### config.mk
export PLATFORM = sky130hd
export DESIGN_NAME = scsc_top
export DESIGN_NICKNAME = d
export VERILOG_FILES = /design/src/scsc_top.v /design/src/scsc_shifter.v
export VERILOG_INCLUDE_DIRS = /design/src
export SDC_FILE = /design/constraint.sdc
export NUM_CORES = 1
export LEC_CHECK = 0
export ABC_AREA = 1
export ABC_CLOCK_PERIOD_IN_PS = 5900
export BUFFER_PORTS_ARGS = -buffer_cell sky130_fd_sc_hd__buf_2
export CAP_MARGIN = 10
export CORE_MARGIN = 10
export CORE_UTILIZATION = 55
export DETAILED_ROUTE_END_ITERATION = 12
export PLACE_DENSITY = 0.78
export SETUP_SLACK_MARGIN = 0.2
export SLEW_MARGIN = 5
export SYNTH_ARGS = -nofsm -noshare
export SYNTH_HDL_FRONTEND = slang
export SYNTH_SLANG_ARGS = --single-unit
### constraint.sdc
create_clock -name i_ref_clk -period 5.9 [get_ports i_ref_clk]
set_input_delay 0.885 -clock i_ref_clk [delete_from_list [all_inputs] [get_ports i_ref_clk]]
set_output_delay 0.885 -clock i_ref_clk [all_outputs]
set_load 0.005 [all_outputs]
### src/scsc_defs.vh
// Constants, register map and field layout of the serial channel standby control block.
// Function
// - The port 1 bit 0 latch drives its written level in output mode, and a read returns the pin level in input mode.
//   Here the serial clock drives bit 0 instead while the channel 0 output enable bit is 1.
// - A port 1 direction bit at 0 turns the output buffer on, and at 1 turns it off for input.
// - The channel 0 transfer-end flag reads 1 while a request is pending and 0 when none was generated.
// - The channel 0 mask bit at 0 enables the interrupt, and at 1 disables it.
// - The serial output register holds data levels from bit 0 and clock levels from bit 8, and the pins drive them.
// - A channel output enable bit at 1 lets the serial operation drive that channel's pins; only channel 0 has one here, so bits 1 to 3 drive nothing.
// - A channel output enable bit at 0 stops the serial operation from driving that channel's pins.
// - Writing 1 to a start bit sets the channel's operation-enabled bit and enters the wait state; 0 does nothing.
`ifndef SCSC_DEFS_VH
`define SCSC_DEFS_VH
`define SCSC_ADDR_PORT_LATCH 12'h000
`define SCSC_ADDR_PORT_DIR   12'h004
`define SCSC_ADDR_IRQ_FLAG   12'h008
`define SCSC_ADDR_IRQ_MASK   12'h00C
`define SCSC_ADDR_SO_LEVEL   12'h010
`define SCSC_ADDR_SO_ENABLE  12'h014
`define SCSC_ADDR_START      12'h018
`define SCSC_ADDR_STATUS     12'h01C
`define SCSC_ADDR_TX_DATA    12'h020
`define SCSC_ADDR_RX_DATA    12'h024
`define SCSC_ADDR_BAUD       12'h028
`define SCSC_FLAG_CH0_BIT    5
`define SCSC_SO_CLK_BASE     8
`define SCSC_RST_PORT_LATCH  8'h00
`define SCSC_RST_PORT_DIR    8'hFF
`define SCSC_RST_IRQ_FLAG    8'h00
`define SCSC_RST_IRQ_MASK    8'hFF
`define SCSC_RST_SO_LEVEL    16'h0F0F
`define SCSC_RST_SO_ENABLE   16'h0000
`define SCSC_RST_BAUD        8'h04
`endif

### src/scsc_top.v
// APB register file, port 1 pins and channel output control of the serial channel standby block.
`timescale 1ns/1ps
`include "scsc_defs.vh"
module scsc_top (
    input  wire        i_ref_clk,
    input  wire        i_arst_n,
    input  wire        i_psel,
    input  wire        i_penable,
    input  wire        i_pwrite,
    input  wire [11:0] i_paddr,
    input  wire [31:0] i_pwdata,
    output reg  [31:0] o_prdata,
    output reg         o_pready,
    output reg         o_pslverr,
    input  wire [7:0]  i_port_pin,
    output reg  [7:0]  o_port_out,
    output reg  [7:0]  o_port_oe_n,
    input  wire        i_serial_in,
    output reg  [3:0]  o_ch_data_out,
    output reg  [3:0]  o_ch_clock_out,
    output reg         o_irq
);
    ////////////////////////////////////////////////////////////////////////////
    reg        rst_s1_q;
    reg        rst_n_q;
    reg [7:0]  pin_s1_q;
    reg [7:0]  pin_s2_q;
    reg        sin_s1_q;
    reg        sin_s2_q;

    always @(posedge i_ref_clk or negedge i_arst_n) begin
        if (!i_arst_n) begin
            rst_s1_q <= 1'b0;
            rst_n_q  <= 1'b0;
        end else begin
            rst_s1_q <= 1'b1;
            rst_n_q  <= rst_s1_q;
        end
    end

    always @(posedge i_ref_clk or negedge rst_n_q) begin
        if (!rst_n_q) begin
            pin_s1_q <= 8'h00;
            pin_s2_q <= 8'h00;
            sin_s1_q <= 1'b0;
            sin_s2_q <= 1'b0;
        end else begin
            pin_s1_q <= i_port_pin;
            pin_s2_q <= pin_s1_q;
            sin_s1_q <= i_serial_in;
            sin_s2_q <= sin_s1_q;
        end
    end

    ////////////////////////////////////////////////////////////////////////////
    reg [7:0]  port_latch_q;
    reg [7:0]  port_dir_q;
    reg [7:0]  irq_flag_q;
    reg [7:0]  irq_mask_q;
    reg [15:0] so_level_q;
    reg [15:0] so_enable_q;
    reg [3:0]  op_enabled_q;
    reg [7:0]  tx_data_q;
    reg [7:0]  baud_q;
    reg        start_q;
    reg [31:0] rdata_d;
    reg        known_d;

    wire       access  = i_psel & i_penable & ~o_pready;
    wire       wr      = access & i_pwrite;
    wire       busy;
    wire       done;
    wire       sck;
    wire       sdo;
    wire [7:0] rx_data;

    function hit;
        input [11:0] addr;
        input [11:0] target;
        begin
            hit = (addr == target);
        end
    endfunction

    // Port read mixes pin level for input bits and the latch for output bits.
    wire [7:0] port_read = (port_dir_q & pin_s2_q) | (~port_dir_q & port_latch_q);

    always @* begin
        rdata_d = 32'h0000_0000;
        known_d = 1'b1;
        case (i_paddr)
            `SCSC_ADDR_PORT_LATCH: rdata_d[7:0] = port_read;
            `SCSC_ADDR_PORT_DIR:  rdata_d[7:0]  = port_dir_q;
            `SCSC_ADDR_IRQ_FLAG:  rdata_d[7:0]  = irq_flag_q;
            `SCSC_ADDR_IRQ_MASK:  rdata_d[7:0]  = irq_mask_q;
            `SCSC_ADDR_SO_LEVEL:  rdata_d[15:0] = so_level_q;
            `SCSC_ADDR_SO_ENABLE: rdata_d[15:0] = so_enable_q;
            `SCSC_ADDR_START:     rdata_d       = 32'h0000_0000;
            `SCSC_ADDR_STATUS:    rdata_d[4:0]  = {busy, op_enabled_q};
            `SCSC_ADDR_TX_DATA:   rdata_d[7:0]  = tx_data_q;
            `SCSC_ADDR_RX_DATA:   rdata_d[7:0]  = rx_data;
            `SCSC_ADDR_BAUD:      rdata_d[7:0]  = baud_q;
            default:              known_d       = 1'b0;
        endcase
    end

    always @(posedge i_ref_clk or negedge rst_n_q) begin
        if (!rst_n_q) begin
            o_pready  <= 1'b0;
            o_pslverr <= 1'b0;
            o_prdata  <= 32'h0000_0000;
        end else begin
            o_pready  <= access;
            o_pslverr <= access & ~known_d;
            if (access && !i_pwrite) begin
                o_prdata <= rdata_d;
            end
        end
    end

    ////////////////////////////////////////////////////////////////////////////
    // Writes land on the same edge that raises pready; the master holds the request until then.
    always @(posedge i_ref_clk or negedge rst_n_q) begin
        if (!rst_n_q) begin
            port_latch_q <= `SCSC_RST_PORT_LATCH;
            port_dir_q   <= `SCSC_RST_PORT_DIR;
            irq_flag_q   <= `SCSC_RST_IRQ_FLAG;
            irq_mask_q   <= `SCSC_RST_IRQ_MASK;
            so_level_q   <= `SCSC_RST_SO_LEVEL;
            so_enable_q  <= `SCSC_RST_SO_ENABLE;
            op_enabled_q <= 4'h0;
            tx_data_q    <= 8'h00;
            baud_q       <= `SCSC_RST_BAUD;
            start_q      <= 1'b0;
        end else begin
            start_q <= 1'b0;
            if (wr && hit(i_paddr, `SCSC_ADDR_PORT_LATCH)) begin
                port_latch_q <= i_pwdata[7:0];
            end
            if (wr && hit(i_paddr, `SCSC_ADDR_PORT_DIR)) begin
                port_dir_q <= i_pwdata[7:0];
            end
            if (wr && hit(i_paddr, `SCSC_ADDR_IRQ_MASK)) begin
                irq_mask_q <= i_pwdata[7:0];
            end
            if (wr && hit(i_paddr, `SCSC_ADDR_SO_LEVEL)) begin
                so_level_q <= i_pwdata[15:0] & 16'h0F0F;
            end
            if (wr && hit(i_paddr, `SCSC_ADDR_SO_ENABLE)) begin
                so_enable_q <= i_pwdata[15:0] & 16'h000F;
            end
            if (wr && hit(i_paddr, `SCSC_ADDR_TX_DATA)) begin
                tx_data_q <= i_pwdata[7:0];
                start_q   <= op_enabled_q[0];
            end
            if (wr && hit(i_paddr, `SCSC_ADDR_BAUD)) begin
                baud_q <= i_pwdata[7:0];
            end
            // Start bits only set; a 0 written leaves the channel untouched.
            if (wr && hit(i_paddr, `SCSC_ADDR_START)) begin
                op_enabled_q <= op_enabled_q | i_pwdata[3:0];
            end
            // A completion in the same cycle as a software write keeps the flag set.
            if (wr && hit(i_paddr, `SCSC_ADDR_IRQ_FLAG)) begin
                irq_flag_q <= i_pwdata[7:0];
            end
            if (done) begin
                irq_flag_q[`SCSC_FLAG_CH0_BIT] <= 1'b1;
            end
        end
    end

    ////////////////////////////////////////////////////////////////////////////
    // A transfer is started by writing transmit data once channel 0 is in its wait state.
    scsc_shifter #(
        .BITS       (8)
    ) u_shift (
        .i_clk      (i_ref_clk),
        .i_rst_n    (rst_n_q),
        .i_start    (start_q),
        .i_div      (baud_q),
        .i_tx       (tx_data_q),
        .i_sin      (sin_s2_q),
        .i_idle_sck (so_level_q[`SCSC_SO_CLK_BASE]),
        .i_idle_so  (so_level_q[0]),
        .o_busy     (busy),
        .o_done     (done),
        .o_sck      (sck),
        .o_so       (sdo),
        .o_rx       (rx_data)
    );

    ////////////////////////////////////////////////////////////////////////////
    integer k;
    always @(posedge i_ref_clk or negedge rst_n_q) begin
        if (!rst_n_q) begin
            o_port_out     <= 8'h00;
            o_port_oe_n    <= 8'hFF;
            o_ch_data_out  <= 4'hF;
            o_ch_clock_out <= 4'hF;
            o_irq          <= 1'b0;
        end else begin
            o_port_oe_n <= port_dir_q;
            for (k = 0; k < 4; k = k + 1) begin
                o_ch_data_out[k]  <= so_level_q[k];
                o_ch_clock_out[k] <= so_level_q[`SCSC_SO_CLK_BASE + k];
            end
            if (so_enable_q[0]) begin
                o_ch_data_out[0]  <= sdo;
                o_ch_clock_out[0] <= sck;
            end
            // Output enable off leaves port bits 1:0 at the written latch levels and the channel pins at their written idle levels.
            o_port_out <= port_latch_q;
            if (so_enable_q[0]) begin
                o_port_out[1] <= sdo;
                o_port_out[0] <= sck;
            end
            o_irq <= irq_flag_q[`SCSC_FLAG_CH0_BIT] & ~irq_mask_q[`SCSC_FLAG_CH0_BIT];
        end
    end
endmodule // scsc_top

### src/scsc_shifter.v
// Channel 0 eight-bit clocked serial shifter, MSB first, data changes on falling clock, sampled on rising.
`timescale 1ns/1ps
module scsc_shifter #(
    parameter BITS = 8
) (
    input  wire            i_clk,
    input  wire            i_rst_n,
    input  wire            i_start,
    input  wire [7:0]      i_div,
    input  wire [BITS-1:0] i_tx,
    input  wire            i_sin,
    input  wire            i_idle_sck,
    input  wire            i_idle_so,
    output reg             o_busy,
    output reg             o_done,
    output reg             o_sck,
    output reg             o_so,
    output reg  [BITS-1:0] o_rx
);
    reg [7:0]      div_cnt_q;
    reg [3:0]      edge_cnt_q;
    reg [BITS-1:0] sh_q;
    wire           tick = (div_cnt_q == 8'h00);

    always @(posedge i_clk or negedge i_rst_n) begin
        if (!i_rst_n) begin
            o_busy     <= 1'b0;
            o_done     <= 1'b0;
            o_sck      <= 1'b1;
            o_so       <= 1'b1;
            o_rx       <= {BITS{1'b0}};
            div_cnt_q  <= 8'h00;
            edge_cnt_q <= 4'h0;
            sh_q       <= {BITS{1'b0}};
        end else begin
            o_done <= 1'b0;
            if (!o_busy) begin
                o_sck <= i_idle_sck;
                o_so  <= i_idle_so;
                if (i_start) begin
                    o_busy     <= 1'b1;
                    sh_q       <= i_tx;
                    div_cnt_q  <= i_div;
                    edge_cnt_q <= 4'h0;
                end
            end else if (tick) begin
                div_cnt_q <= i_div;
                if (edge_cnt_q[0] == 1'b0) begin
                    o_sck <= 1'b0;
                    o_so  <= sh_q[BITS-1];
                end else begin
                    o_sck <= 1'b1;
                    sh_q  <= {sh_q[BITS-2:0], i_sin};
                end
                if (edge_cnt_q == 4'hF) begin
                    o_busy <= 1'b0;
                    o_done <= 1'b1;
                    o_rx   <= {sh_q[BITS-2:0], i_sin};
                end
                edge_cnt_q <= edge_cnt_q + 4'h1;
            end else begin
                div_cnt_q <= div_cnt_q - 8'h01;
            end
        end
    end
endmodule // scsc_shifter

==> metrics.csv <==
metric,value,unit
Worst R2R Path Depth,4,
postcts setup bufs,0,
"Setup violations, final",0,
crit path launch type,input pin,
R2R Setup Slk,3.76,ns
Levels on crit path,10,
CP top delay family,simple AND/OR/NAND/NOR gates,
Fin Setup TNS,0,ns
RSZ-0062 raised after global routing,no,
DR vias,5308,
Avg WL per Cell,16.5,um
Crit. Startpoint,i_paddr[9],
Ys Warns,0,
"wirelength, routed",16500,um
Worst-path clk slew,0.07,ns
share of the synthesized area in the top cell type,40.3,%
CTS tree,built,
vias in the first global route,5574,
Synth Cell Area,7020,um^2
Post-synth EDFFs,0,
"critical path fanouts, max",45,
Worst Hold Margin,0.225,ns
leak pwr,3.87,nW
Die Height,133,um
clock skew,0.00800,ns
largest net degree at the start of global routing,58,
die area,17700,um^2
total I/O pin count,117,
max FFs per register,12,
initial antenna violation count,0,
# resized after CTS,0,
Reg with most FFs,o_prdata,
Pre-antenna DRT Iters,6,
DRT antenna net count,0,
Synth top cells by count,"nand2_1, dfrtp_1, nand3_1",
"top cells by area, synth","dfrtp_1, dfstp_2, nand2_1",
overall power,2.30,mW
post-DR vias/cell,5.31,
Worst-Skew Late Latency,0.43,ns
max-slew violations,0,
Netlist cell types,40,
CP cell instances,buf_2 -> nor2_1 -> nand2_4 -> inv_2 -> nand2_1 -> o21ai_0 -> inv_1 -> nand3_1 -> nand2_1 -> nand2_1,
Layout area overhead,14.2,%
ys flop type,dfrtp_1,
DRC violations left,0,
grt total ovfl,0,
status,completed,
CP most frequent cell,nand2_1,
cells after synthesis,737,
Ant. Diodes,0,
GR Util All Layers,19.4,%
Setup crit end,o_prdata[0],
Slew headroom,38.2,%
Max IR drop VDD,0.207,mV
global-route wire length before repair,27900,um
"Hold Vio Cnt, Final",0,
layout cells sized above 1,25.9,%
worst setup path class,input pin to flip-flop,
fin nets,875,
Worst EP arrival,2.85,ns
WP data required,6.27,ns
total power per unit cell area,287,nW/um^2
# clock sinks,156,
fin crit period,2.48,ns
# port buffers,76,
Buffers & Inverters on Critical Path,3,
Max Clk Rate,0.403,GHz
FF-to-FF End,u_shift.sh_q[3],
initial DRC count,717,
Max H-tree Level,4,
post-synthesis async set-or-reset flop share,100,%
Tightest Pin Transition,0.927,ns
post-synth top area cell,dfrtp_1,
Max stage delay on crit path,0.55,ns
cell at the slowest stage of the critical path,inv_2,
max cap viols,0,
hold crit path type,input pin to asynchronous set/reset pin,
core footprint,12600,um^2
Die X,133,um
clock buffer depth,2,
post-synthesis sequential area ratio,56.4,%
top-count cell post-synth,nand2_1,
FP Rows,41,
Final HPWL DP,11300,um
"FF+latch count, synth",156,
CTS Root Buffer Type,clkbuf_16,
Worst Setup End Kind,flip-flop,
syn avg cell area,9.52,um^2
final period utilization,42.1,%
hold_buf cts,0,
Initial Util,55.8,%
CTS buffer count,17,
final weighted congestion in routability-driven placement,0.931,
FF-to-FF Start,u_shift.o_busy,
[report_power, final]
part	switching (mW)	internal, mW	leakage (nW)
Combinational	0.0539	0.0176	1.65
Sequential	0.0117	1.08	1.93
Clock	0.444	0.688	0.296
[worst min-delay path by stage]
| stage | startpoint | endpoint | slack [ns] |
|---|---|---|---|
| detailed placement | pin_s1_q[6] | pin_s2_q[6] | 0.34 |
| global placement | pin_s1_q[1] | pin_s2_q[1] | 0.33 |
| finish | i_arst_n | rst_n_q | 0.23 |
| global route | i_arst_n | rst_n_q | 0.22 |
| CTS | i_arst_n | rst_n_q | 0.21 |
| floorplan | pin_s1_q[0] | pin_s2_q[0] | 0.33 |
[cell type report]
type | count | area (um^2)
Inverter | 55 | 211
Clock inverter | 13 | 163
Clock buffer | 19 | 453
Multi-Input combinational cell | 506 | 2610
Sequential cell | 156 | 3960
Fill cell | 995 | 4560
Tap cell | 172 | 215
Timing Repair Buffer | 78 | 395
[cells by family (layout without fill, tap and decap cells)]
kind of cell	after synthesis	after routing	share of synthesized area, %
buf+inv	94	165	7.36
flops	156	156	56.4
xor+xnor	4	4	0.499
fa+ha+maj	3	3	0.535
compound gates	119	119	10.7
mux	10	10	1.43
simple gates	349	349	23.0
other cells	2	21	0.107
[per-layer routing]
layer / GRT usage, % / up-vias / share of wire [%]
li1: - / 2508 / -
met1: 24.0 / 2565 / 42
met2: 31.5 / 204 / 49
met3: 6.28 / 31 / 7.8
met4: 6.30 / 0 / 1.8
met5: 0 / - / 0
[cells in the final DEF, fill, tap and decap left out, drive strengths merged]
cell	synthesis	layout
mux2i	10	10
clkbuf	1	19
dfrtp	113	113
ha	3	3
o21ai	92	92
conb	2	21
buf	38	78
o31ai	5	5
nand4	3	3
dfstp	43	43
o21bai	3	3
clkinvlp	0	3
nand2	208	208
xor2	4	4
nor2	68	68
inv	54	56
nand3	67	67
o221a	1	1
nor3	3	3
bufinv	0	3
o22ai	3	3
o211ai	3	3
a31oi	1	1
o21a	1	1
clkinv	1	6
a21oi	10	10
[worst reg2reg max path, stage by stage, from the launching register on]
cell	delay, ns
dfrtp_1	0.95
inv_1	0.31
o21ai_4	0.57
nand2_1	0.15
o21ai_2	0.09
[metrics by stage]
stage               worst slack [ns]  cells  cell area (um^2)  utilization [%]
floorplan                       1.31    756              7090                -
global placement                3.13    967              7400             58.9
detailed placement              3.07    967              7400             58.9
CTS                             3.45    999              8010             63.8
global route                    3.22    999              8010             63.8
finish                          3.42    999              8010             63.8
No activity file was read; power rests on OpenSTA's default activity.
